### config.mk
export PLATFORM = sky130hd
export DESIGN_NAME = adcar_regs
export DESIGN_NICKNAME = d
export VERILOG_FILES = /design/src/logic/adcar_pkg.sv /design/src/logic/adcar_alarm_cmp.sv /design/src/logic/adcar_regs.sv
export SDC_FILE = /design/constraint.sdc
export NUM_CORES = 1
export LEC_CHECK = 0
export BUFFER_PORTS_ARGS = -buffer_cell sky130_fd_sc_hd__buf_2
export CORE_AREA = 4 4 110 133
export CTS_BUF_LIST = sky130_fd_sc_hd__clkbuf_2 sky130_fd_sc_hd__clkbuf_4 sky130_fd_sc_hd__clkbuf_8
export DETAILED_ROUTE_END_ITERATION = 8
export DIE_AREA = 0 0 114 137
export GPL_TIMING_DRIVEN = 0
export PLACE_DENSITY = 0.91
export SYNTH_ARGS = -nofsm -noshare
export SYNTH_HDL_FRONTEND = slang
export SYNTH_SLANG_ARGS = --single-unit
### constraint.sdc
create_clock -name clk -period 2.5 [get_ports clk]
set_input_delay 0.25 -clock clk [delete_from_list [all_inputs] [get_ports clk]]
set_output_delay 0.25 -clock clk [all_outputs]
set_load 0.01 [all_outputs]
### src/logic/adcar_pkg.sv
package adcar_pkg;

   localparam int unsigned ADCAR_CLK_HZ = 50_000_000;

   // byte offsets as seen by the serial register engine
   localparam logic [7:0] ADCAR_OFF_THERM_LO   = 8'h45;
   localparam logic [7:0] ADCAR_OFF_CHG_HI     = 8'h46;
   localparam logic [7:0] ADCAR_OFF_CHG_LO     = 8'h47;
   localparam logic [7:0] ADCAR_OFF_AUX_HI     = 8'h48;
   localparam logic [7:0] ADCAR_OFF_AUX_LO     = 8'h49;
   localparam logic [7:0] ADCAR_OFF_VIN_HI     = 8'h4A;
   localparam logic [7:0] ADCAR_OFF_VIN_LO     = 8'h4B;
   localparam logic [7:0] ADCAR_OFF_SYS_HI     = 8'h4C;
   localparam logic [7:0] ADCAR_OFF_SYS_LO     = 8'h4D;
   localparam logic [7:0] ADCAR_OFF_IIN_HI     = 8'h4E;
   localparam logic [7:0] ADCAR_OFF_IIN_LO     = 8'h4F;
   localparam logic [7:0] ADCAR_OFF_ALM1_HI    = 8'h52;
   localparam logic [7:0] ADCAR_OFF_ALM1_LO    = 8'h53;
   localparam logic [7:0] ADCAR_OFF_ALM2_HI    = 8'h54;
   localparam logic [7:0] ADCAR_OFF_ALM2_LO    = 8'h55;

   localparam logic [7:0] ADCAR_RST_ALM1_HI    = 8'h23;
   localparam logic [7:0] ADCAR_RST_ALM1_LO    = 8'h20;
   localparam logic [7:0] ADCAR_RST_ALM2_HI    = 8'h38;
   localparam logic [7:0] ADCAR_RST_ALM2_LO    = 8'h90;
   localparam logic [7:0] ADCAR_RST_RESULT     = 8'h00;
   localparam logic [7:0] ADCAR_READ_UNMAPPED  = 8'h00;

   // low threshold register layout
   localparam int unsigned ADCAR_THR_NIB_MSB   = 7;
   localparam int unsigned ADCAR_THR_NIB_LSB   = 4;
   localparam int unsigned ADCAR_DIR_BIT       = 3;

   // result comparison window: upper twelve bits of sixteen
   localparam int unsigned ADCAR_CMP_MSB       = 15;
   localparam int unsigned ADCAR_CMP_LSB       = 4;

   typedef enum logic [2:0] {
      ADCAR_CH_OFF     = 3'h0,
      ADCAR_CH_AUX     = 3'h1,
      ADCAR_CH_THERM   = 3'h2,
      ADCAR_CH_BATT    = 3'h3,
      ADCAR_CH_CHARGE  = 3'h4,
      ADCAR_CH_VIN     = 3'h5,
      ADCAR_CH_SYS     = 3'h6,
      ADCAR_CH_IIN     = 3'h7
   } adcar_channel_t;

   function automatic logic [11:0] adcar_threshold(input logic [7:0] hi, input logic [7:0] lo);
      adcar_threshold = {hi, lo[ADCAR_THR_NIB_MSB:ADCAR_THR_NIB_LSB]};
   endfunction

endpackage

### src/logic/adcar_alarm_cmp.sv
`timescale 1ns/1ps

module adcar_alarm_cmp
   import adcar_pkg::*;
(
   input  wire logic        clk,
   input  wire logic        rstn,
   input  wire logic        conv_valid,
   input  wire logic [2:0]  conv_channel,
   input  wire logic [15:0] conv_data,
   input  wire logic [2:0]  channel_select,
   input  wire logic [11:0] threshold,
   input  wire logic        direction,
   output logic             alarm_event
);

   typedef struct packed {
      logic alarm_event;
   } adcar_cmp_state_t;

   adcar_cmp_state_t state;
   adcar_cmp_state_t next_state;

   logic [11:0] sample;
   logic        hit;

   always_comb begin
      next_state = state;
      sample     = conv_data[ADCAR_CMP_MSB:ADCAR_CMP_LSB];
      // strict compare: a result equal to the threshold never trips
      hit        = direction ? (sample > threshold) : (sample < threshold);
      next_state.alarm_event = conv_valid
                               && (channel_select != ADCAR_CH_OFF)
                               && (conv_channel == channel_select)
                               && hit;
   end

   always_ff @(posedge clk or negedge rstn) begin
      if (!rstn) begin
         state <= '0;
      end else begin
         state <= next_state;
      end
   end

   assign alarm_event = state.alarm_event;

endmodule

### src/logic/adcar_regs.sv
`timescale 1ns/1ps

// Behaviour
// - thermistor result low byte is readable, read-only, resets to 0x00.
// - charge current result high byte at 0x46, low byte at 0x47, read-only.
// - auxiliary input result high byte at 0x48, low byte at 0x49, read-only.
// - input voltage result high byte at 0x4A, low byte at 0x4B, read-only.
// - system rail result high byte at 0x4C, low byte at 0x4D, read-only.
// - input current result high byte at 0x4E, low byte at 0x4F, read-only.
// - alarm 1 threshold is 12 bits: byte at 0x52, nibble at 0x53 bits 7-4.
// - alarm 1 threshold resets to 0x23 high byte and 0x2 nibble.
// - alarm 1 direction bit 3: 0 trips below threshold, 1 above.
// - alarm 2 threshold is 12 bits: byte at 0x54, nibble at 0x55 bits 7-4.
// - alarm 2 threshold resets to 0x38 high byte and 0x9 nibble.
// - alarm 2 direction bit 3: 0 trips below threshold, 1 above.
// - channel select 0 disables an alarm; 1 to 7 pick one measured channel.
// - conversion trigger clears itself when any conversion completes.
module adcar_regs
   import adcar_pkg::*;
(
   input  wire logic        clk,
   input  wire logic        rstn,
   input  wire logic [7:0]  reg_addr,
   input  wire logic        reg_wr,
   input  wire logic [7:0]  reg_wdata,
   input  wire logic        reg_rd,
   output logic [7:0]       reg_rdata,
   output logic             reg_rvalid,
   input  wire logic        conv_valid,
   input  wire logic [2:0]  conv_channel,
   input  wire logic [15:0] conv_data,
   input  wire logic        trigger_set,
   output logic             conversion_trigger,
   input  wire logic [2:0]  alarm1_channel_select,
   input  wire logic [2:0]  alarm2_channel_select,
   input  wire logic        alarm1_flag_clear,
   input  wire logic        alarm2_flag_clear,
   output logic             alarm1_event,
   output logic             alarm2_event,
   output logic             alarm1_flag,
   output logic             alarm2_flag,
   output logic [11:0]      alarm1_threshold,
   output logic [11:0]      alarm2_threshold,
   output logic             alarm1_direction,
   output logic             alarm2_direction
);

   localparam int unsigned NUM_SLOTS = 6;

   // result slots, one per stored channel
   localparam logic [2:0] SLOT_THERM  = 3'h0;
   localparam logic [2:0] SLOT_CHARGE = 3'h1;
   localparam logic [2:0] SLOT_AUX    = 3'h2;
   localparam logic [2:0] SLOT_VIN    = 3'h3;
   localparam logic [2:0] SLOT_SYS    = 3'h4;
   localparam logic [2:0] SLOT_IIN    = 3'h5;

   typedef struct packed {
      logic [NUM_SLOTS-1:0][15:0] result;
      logic [7:0]                 alarm1_threshold_high;
      logic [7:0]                 alarm1_threshold_low_polarity;
      logic [7:0]                 alarm2_threshold_high;
      logic [7:0]                 alarm2_threshold_low_polarity;
      logic [7:0]                 rdata;
      logic                       rvalid;
      logic                       trigger;
      logic                       flag1;
      logic                       flag2;
      logic [7:0]                 shadow_low;
      logic [2:0]                 shadow_slot;
      logic                       shadow_valid;
   } adcar_state_t;

   adcar_state_t state;
   adcar_state_t next_state;

   logic        cmp1_event;
   logic        cmp2_event;
   logic        slot_hit;
   logic [2:0]  slot_sel;
   logic [7:0]  read_byte;
   logic        hi_hit;
   logic        lo_hit;
   logic [2:0]  hi_slot;
   logic [2:0]  lo_slot;

   // channel code to storage slot; battery has no slot here
   function automatic logic [3:0] adcar_slot(input logic [2:0] channel);
      unique case (channel)
         ADCAR_CH_THERM: begin
            adcar_slot = {1'b1, SLOT_THERM};
         end
         ADCAR_CH_CHARGE: begin
            adcar_slot = {1'b1, SLOT_CHARGE};
         end
         ADCAR_CH_AUX: begin
            adcar_slot = {1'b1, SLOT_AUX};
         end
         ADCAR_CH_VIN: begin
            adcar_slot = {1'b1, SLOT_VIN};
         end
         ADCAR_CH_SYS: begin
            adcar_slot = {1'b1, SLOT_SYS};
         end
         ADCAR_CH_IIN: begin
            adcar_slot = {1'b1, SLOT_IIN};
         end
         default: begin
            adcar_slot = 4'h0;
         end
      endcase
   endfunction

   // high result offset to storage slot
   function automatic logic [3:0] adcar_high_slot(input logic [7:0] addr);
      unique case (addr)
         ADCAR_OFF_CHG_HI: begin
            adcar_high_slot = {1'b1, SLOT_CHARGE};
         end
         ADCAR_OFF_AUX_HI: begin
            adcar_high_slot = {1'b1, SLOT_AUX};
         end
         ADCAR_OFF_VIN_HI: begin
            adcar_high_slot = {1'b1, SLOT_VIN};
         end
         ADCAR_OFF_SYS_HI: begin
            adcar_high_slot = {1'b1, SLOT_SYS};
         end
         ADCAR_OFF_IIN_HI: begin
            adcar_high_slot = {1'b1, SLOT_IIN};
         end
         default: begin
            adcar_high_slot = 4'h0;
         end
      endcase
   endfunction

   // low result offset to slot; thermistor has no high byte mapped, so no pair
   function automatic logic [3:0] adcar_low_slot(input logic [7:0] addr);
      unique case (addr)
         ADCAR_OFF_CHG_LO: begin
            adcar_low_slot = {1'b1, SLOT_CHARGE};
         end
         ADCAR_OFF_AUX_LO: begin
            adcar_low_slot = {1'b1, SLOT_AUX};
         end
         ADCAR_OFF_VIN_LO: begin
            adcar_low_slot = {1'b1, SLOT_VIN};
         end
         ADCAR_OFF_SYS_LO: begin
            adcar_low_slot = {1'b1, SLOT_SYS};
         end
         ADCAR_OFF_IIN_LO: begin
            adcar_low_slot = {1'b1, SLOT_IIN};
         end
         default: begin
            adcar_low_slot = 4'h0;
         end
      endcase
   endfunction

   always_comb begin
      next_state = state;
      {slot_hit, slot_sel} = adcar_slot(conv_channel);
      read_byte = ADCAR_READ_UNMAPPED;

      // one 16-bit write keeps both bytes of a slot from the same sample
      if (conv_valid && slot_hit) begin
         next_state.result[slot_sel] = conv_data;
      end

      // read decode; results are read-only, unmapped reads return zero
      unique case (reg_addr)
         ADCAR_OFF_THERM_LO: begin
            read_byte = state.result[SLOT_THERM][7:0];
         end
         ADCAR_OFF_CHG_HI: begin
            read_byte = state.result[SLOT_CHARGE][15:8];
         end
         ADCAR_OFF_CHG_LO: begin
            read_byte = state.result[SLOT_CHARGE][7:0];
         end
         ADCAR_OFF_AUX_HI: begin
            read_byte = state.result[SLOT_AUX][15:8];
         end
         ADCAR_OFF_AUX_LO: begin
            read_byte = state.result[SLOT_AUX][7:0];
         end
         ADCAR_OFF_VIN_HI: begin
            read_byte = state.result[SLOT_VIN][15:8];
         end
         ADCAR_OFF_VIN_LO: begin
            read_byte = state.result[SLOT_VIN][7:0];
         end
         ADCAR_OFF_SYS_HI: begin
            read_byte = state.result[SLOT_SYS][15:8];
         end
         ADCAR_OFF_SYS_LO: begin
            read_byte = state.result[SLOT_SYS][7:0];
         end
         ADCAR_OFF_IIN_HI: begin
            read_byte = state.result[SLOT_IIN][15:8];
         end
         ADCAR_OFF_IIN_LO: begin
            read_byte = state.result[SLOT_IIN][7:0];
         end
         ADCAR_OFF_ALM1_HI: begin
            read_byte = state.alarm1_threshold_high;
         end
         ADCAR_OFF_ALM1_LO: begin
            read_byte = state.alarm1_threshold_low_polarity;
         end
         ADCAR_OFF_ALM2_HI: begin
            read_byte = state.alarm2_threshold_high;
         end
         ADCAR_OFF_ALM2_LO: begin
            read_byte = state.alarm2_threshold_low_polarity;
         end
         default: begin
            read_byte = ADCAR_READ_UNMAPPED;
         end
      endcase

      // a high-byte read parks its low byte, so a conversion landing
      // between the two reads cannot tear the pair
      {hi_hit, hi_slot} = adcar_high_slot(reg_addr);
      {lo_hit, lo_slot} = adcar_low_slot(reg_addr);
      if (reg_rd) begin
         next_state.shadow_valid = hi_hit;
         if (hi_hit) begin
            next_state.shadow_slot = hi_slot;
            next_state.shadow_low  = state.result[hi_slot][7:0];
         end
         if (lo_hit && state.shadow_valid && (state.shadow_slot == lo_slot)) begin
            read_byte = state.shadow_low;
         end
      end

      next_state.rvalid = reg_rd;
      if (reg_rd) begin
         next_state.rdata = read_byte;
      end

      // writes land only on the threshold bytes; result offsets ignore them
      if (reg_wr) begin
         unique case (reg_addr)
            ADCAR_OFF_ALM1_HI: begin
               next_state.alarm1_threshold_high = reg_wdata;
            end
            ADCAR_OFF_ALM1_LO: begin
               next_state.alarm1_threshold_low_polarity = reg_wdata;
            end
            ADCAR_OFF_ALM2_HI: begin
               next_state.alarm2_threshold_high = reg_wdata;
            end
            ADCAR_OFF_ALM2_LO: begin
               next_state.alarm2_threshold_low_polarity = reg_wdata;
            end
            default: ;
         endcase
      end

      // completion clears the trigger, but a new request in that cycle wins
      if (conv_valid) begin
         next_state.trigger = 1'b0;
      end
      if (trigger_set) begin
         next_state.trigger = 1'b1;
      end

      // sticky alarm flags; a trip in the clearing cycle is kept
      if (alarm1_flag_clear) begin
         next_state.flag1 = 1'b0;
      end
      if (cmp1_event) begin
         next_state.flag1 = 1'b1;
      end
      if (alarm2_flag_clear) begin
         next_state.flag2 = 1'b0;
      end
      if (cmp2_event) begin
         next_state.flag2 = 1'b1;
      end
   end

   always_ff @(posedge clk or negedge rstn) begin
      if (!rstn) begin
         state.result                        <= {(NUM_SLOTS * 2){ADCAR_RST_RESULT}};
         state.alarm1_threshold_high         <= ADCAR_RST_ALM1_HI;
         state.alarm1_threshold_low_polarity <= ADCAR_RST_ALM1_LO;
         state.alarm2_threshold_high         <= ADCAR_RST_ALM2_HI;
         state.alarm2_threshold_low_polarity <= ADCAR_RST_ALM2_LO;
         state.rdata                         <= ADCAR_RST_RESULT;
         state.rvalid                        <= 1'b0;
         state.trigger                       <= 1'b0;
         state.flag1                         <= 1'b0;
         state.flag2                         <= 1'b0;
         state.shadow_low                    <= ADCAR_RST_RESULT;
         state.shadow_slot                   <= SLOT_THERM;
         state.shadow_valid                  <= 1'b0;
      end else begin
         state <= next_state;
      end
   end

   adcar_alarm_cmp u_alarm1 (
      .clk            (clk),
      .rstn           (rstn),
      .conv_valid     (conv_valid),
      .conv_channel   (conv_channel),
      .conv_data      (conv_data),
      .channel_select (alarm1_channel_select),
      .threshold      (adcar_threshold(state.alarm1_threshold_high,
                                       state.alarm1_threshold_low_polarity)),
      .direction      (state.alarm1_threshold_low_polarity[ADCAR_DIR_BIT]),
      .alarm_event    (cmp1_event)
   );

   adcar_alarm_cmp u_alarm2 (
      .clk            (clk),
      .rstn           (rstn),
      .conv_valid     (conv_valid),
      .conv_channel   (conv_channel),
      .conv_data      (conv_data),
      .channel_select (alarm2_channel_select),
      .threshold      (adcar_threshold(state.alarm2_threshold_high,
                                       state.alarm2_threshold_low_polarity)),
      .direction      (state.alarm2_threshold_low_polarity[ADCAR_DIR_BIT]),
      .alarm_event    (cmp2_event)
   );

   assign reg_rdata          = state.rdata;
   assign reg_rvalid         = state.rvalid;
   assign conversion_trigger = state.trigger;
   assign alarm1_event       = cmp1_event;
   assign alarm2_event       = cmp2_event;
   assign alarm1_flag        = state.flag1;
   assign alarm2_flag        = state.flag2;
   assign alarm1_threshold   = adcar_threshold(state.alarm1_threshold_high,
                                               state.alarm1_threshold_low_polarity);
   assign alarm2_threshold   = adcar_threshold(state.alarm2_threshold_high,
                                               state.alarm2_threshold_low_polarity);
   assign alarm1_direction   = state.alarm1_threshold_low_polarity[ADCAR_DIR_BIT];
   assign alarm2_direction   = state.alarm2_threshold_low_polarity[ADCAR_DIR_BIT];

endmodule

==> impl_metrics.prom <==
# TYPE chip_impl_metric gauge
chip_impl_metric{name="worst_skew_pair.late_latency",unit="ps"} 470
chip_impl_metric{name="vdd_ir_drop_max",unit="V"} 0.000502
chip_impl_metric{name="finalWorstPathRequiredPeriod",unit="ps"} 2510
chip_impl_metric{name="syn_to_final_growth",unit="%"} 14.3
chip_impl_metric{name="switchingPower",unit="uW"} 1700
chip_impl_info{name="run_status",value="complete, but fails checks"} 1
chip_impl_metric{name="post_synth_inst_count",unit=""} 740
chip_impl_metric{name="route.vias.total",unit=""} 6826
chip_impl_metric{name="share_seq_of_total_power",unit="%"} 50.0
chip_impl_metric{name="post_dr_wirelength_cell",unit="um"} 23.8
chip_impl_metric{name="max_capacitance_violation_total",unit=""} 0
chip_impl_metric{name="required",unit="ps"} 2910
chip_impl_metric{name="synth_largest_type_area_fraction",unit="%"} 42.5
chip_impl_metric{name="synth_nets",unit=""} 813
chip_impl_metric{name="cellPowerDensity",unit="nW/um2"} 662
chip_impl_metric{name="drv_slew",unit=""} 0
chip_impl_metric{name="detail_route.first_pass.iterations",unit=""} 6
chip_impl_metric{name="fin_tns_setup",unit="ps"} -6.59
chip_impl_metric{name="wire_length_of_the_first_global_routing_pass",unit="um"} 38100
chip_impl_metric{name="proportion_of_layout_cells_with_a_drive_suffix_above_1",unit="%"} 35.8
chip_impl_metric{name="syn-mean-instance-area",unit="um2"} 10.9
chip_impl_metric{name="final_nets",unit=""} 921
chip_impl_metric{name="grt_use_met2",unit="%"} 51.9
chip_impl_metric{name="antenna_found_initial",unit=""} 0
chip_impl_info{name="tritoncts",value="built"} 1
chip_impl_metric{name="synth_enable_flop_cells",unit=""} 0
chip_impl_info{name="critical_setup_path_kind",value="in2reg"} 1
chip_impl_metric{name="timing.final.crit_share",unit="%"} 100
chip_impl_metric{name="timing_hold_violations_final",unit=""} 0
chip_impl_metric{name="start_util",unit="%"} 60.9
chip_impl_metric{name="fp.dieArea",unit="um2"} 15600
chip_impl_metric{name="fmax",unit="GHz"} 0.399
chip_impl_metric{name="io_pins",unit=""} 89
chip_impl_info{name="cts_root_buffer",value="clkbuf_8"} 1
chip_impl_metric{name="drt_iter0_drc",unit=""} 865
chip_impl_metric{name="final.setup_skew",unit="ps"} 8.37
chip_impl_metric{name="viasPerCell",unit=""} 6.63
chip_impl_metric{name="internal_power",unit="uW"} 4410
chip_impl_metric{name="num_antenna_cells",unit=""} 0
chip_impl_metric{name="clkSinkCount",unit=""} 146
chip_impl_metric{name="wl",unit="um"} 24500
chip_impl_metric{name="synth_area",unit="um2"} 8070
chip_impl_metric{name="ctsLongestPathBuffers",unit=""} 2
chip_impl_metric{name="postSynth.asyncResetShare",unit="%"} 100
chip_impl_metric{name="timing_worst_slew_pin_value",unit="ps"} 1340
chip_impl_info{name="main_synth_ff_type",value="dfrtp_1"} 1
chip_impl_info{name="hold_class",value="in2reg"} 1
chip_impl_info{name="grt_most_used_layer",value="met2"} 1
chip_impl_metric{name="comb_power_share",unit="%"} 16.5
chip_impl_metric{name="numPlacedInstances",unit=""} 993
chip_impl_metric{name="worst_slew_margin_rel",unit="%"} 10.2
chip_impl_metric{name="clk_slew_on_worst_s_h_paths",unit="ps"} 80
chip_impl_metric{name="number_of_global_route_vias_before_repair",unit=""} 6703
chip_impl_info{name="rsz_0062_raised_after_global_routing",value="false"} 1
chip_impl_metric{name="grt_start_max_net_pins",unit=""} 81
chip_impl_metric{name="postCtsSetupRepairBufs",unit=""} 0
chip_impl_metric{name="std_cell_rows",unit=""} 46
chip_impl_info{name="synth_top_cell_by_area",value="dfrtp_1"} 1
chip_impl_metric{name="io_buffers",unit=""} 84
chip_impl_info{name="cp-end-kind",value="register"} 1
chip_impl_metric{name="htree_num_levels",unit=""} 4
chip_impl_metric{name="fp.dieW",unit="um"} 114
chip_impl_metric{name="gp_congestion",unit=""} 1.02
chip_impl_metric{name="sw_frac_of_total",unit="%"} 27.8
chip_impl_metric{name="layoutNonFillerInstCount",unit=""} 1029
chip_impl_metric{name="cts_buf_count",unit=""} 17
chip_impl_metric{name="yosysSeqAreaShare",unit="%"} 45.4
chip_impl_metric{name="crit_fanout",unit=""} 10
chip_impl_metric{name="drt_drc_violations_left",unit=""} 0
chip_impl_info{name="crit_path_start_kind",value="primary input"} 1
chip_impl_info{name="synth.top_cells.by_area",value="dfrtp_1 42%, mux2_2 17%, ha_1 3.7%, nand2_1 3.6%, buf_4 3.1%"} 1
chip_impl_info{name="violations_in_the_final_reports",value="setup timing"} 1
chip_impl_metric{name="worst_ep_arrival_time",unit="ps"} 2920
chip_impl_metric{name="grt_use_met3",unit="%"} 7.56
chip_impl_metric{name="postSynthRegisterBits",unit=""} 146
chip_impl_metric{name="yosys.cell_types.count",unit=""} 66
chip_impl_metric{name="die_y",unit="um"} 137
chip_impl_metric{name="setup_viol_count_final",unit=""} 1
chip_impl_metric{name="postLayoutSetupSlackWorst",unit="ps"} -6.59
chip_impl_metric{name="hpwlAfterDp",unit="um"} 17700
chip_impl_metric{name="synth.yosys.warnings",unit=""} 0
chip_impl_metric{name="globalRoute.totalOverflow",unit=""} 0
chip_impl_metric{name="p_leak",unit="uW"} 0.00422
chip_impl_metric{name="area_inside_the_core_boundary",unit="um2"} 13200
chip_impl_metric{name="drt.antenna.violating_nets",unit=""} 0
chip_impl_metric{name="overall_global_routing_resource_usage",unit="%"} 32.7
chip_impl_metric{name="clock_group_share_of_total_power",unit="%"} 33.6
chip_impl_metric{name="grt_use_met1",unit="%"} 40.8
[cell type report]
cell class                 count  area (um2)
fill                         973        4010
multi-input combinational    490        3850
sequential                   146        3660
timing repair buffer          89         492
buffer                        70         427
clock buffer                  24         324
tap                          168         210
inverter                      34         131
clock inverter                 8         121
[metal layers]
layer  vias to the layer above  part of all wire [%]
met5                         -                     0
met4                         0                   5.8
met3                       125                    10
met2                       465                    47
met1                      3316                    37
li1                       2920                     -
[critical path: stages]
cell and delay (ps):
buf_2 130, nor4b_2 950, and3_1 260, clkbuf_1 480
nand2_1 150, a32o_1 240, a41oi_1 310, a221o_1 150
[through the flow]
stage	setup WS [ps]	area [um2]	hold slack, ps	utilization (%)	total power, uW
6_report	-6.59	9230	31.9	69.7	6110
5_1_grt	10.1	9230	33.9	69.7	6320
4_1_cts	88.2	9210	21.5	69.6	6070
3_5_place_dp	-353	8730	284	66.0	4050
3_3_place_gp	-853	8700	426	65.7	3980
2_1_floorplan	458	8070	-45.6	-	3630
[placed cells by master, fill, tap and decap left out, types with 6 or more instances in the layout]
master / count
o21ai_0: 14
a22o_1: 12
nand2_1: 77
clkbuf_1: 23
mux2_2: 123
nor2b_1: 7
a21o_1: 10
buf_4: 33
mux2i_1: 9
nand4_1: 9
nor3_1: 10
and3_1: 10
dfrtp_1: 137
a31oi_1: 17
o22ai_1: 7
nand3_1: 33
clkbuf_8: 23
a32o_1: 10
nor2_1: 16
inv_1: 33
a221o_1: 6
buf_2: 91
ha_1: 24
a21oi_1: 15
dfstp_2: 9
a22oi_1: 10
[power groups by stage]
stage               Combinational [uW]  Sequential, uW  Clock (uW)
floorplan                          677            2950           0
global placement                   927            3050           0
detailed placement                 979            3070           0
CTS                                994            3030        2050
global route                      1090            3080        2150
finish                            1010            3050        2050
[cells in the mapped netlist, drive strengths merged (15+ instances only)]
master	number
nand2	77
nand3	33
ha	24
inv	33
clkbuf	23
nor2	18
mux2	123
buf	47
a21oi	15
o21ai	15
dfrtp	137
a31oi	17
[kinds of logic (layout without fill, tap and decap cells)]
family	after synthesis	count (layout)	share of synthesized area, %
compound gates	132	132	12.1
buf+inv	104	225	6.87
xor+xnor	5	5	0.543
flops	146	146	45.4
mux	134	134	18.8
fa+ha+maj	24	24	3.72
simple gates	195	195	12.5
[registers in the layout (all words and copies together) (netlist names)]
register,cells
reg_rvalid,1
alarm1_threshold,12
state,106
alarm1_direction,1
alarm1_flag,1
alarm2_flag,1
alarm2_threshold,12
conversion_trigger,1
alarm2_direction,1
reg_rdata,8
u_alarm2.alarm_event,1
u_alarm1.alarm_event,1
[path summary, 6_finish.rpt]
path	startpoint	end	slack, ps	cells past startpoint
worst min register to register	u_alarm1.alarm_event	alarm1_flag	450	1
worst min-delay path	alarm1_flag_clear	alarm1_flag	30	3
min in group asynchronous	rstn	alarm1_flag	330	2
worst max register to register	alarm2_threshold[9]	u_alarm2.alarm_event	80	7
max in group asynchronous	rstn	alarm2_threshold[9]	1330	3
worst max-delay path	reg_addr[5]	reg_rdata[2]	-7	8
[what timing repair did]
item                                    in CTS  in global routing
gates resized for setup                      2                  1
endpoints found under the setup margin       1                  4
hold endpoints to repair                    68                  0
hold buffers                                 3                  0
Power figures use the tool's default switching activity.
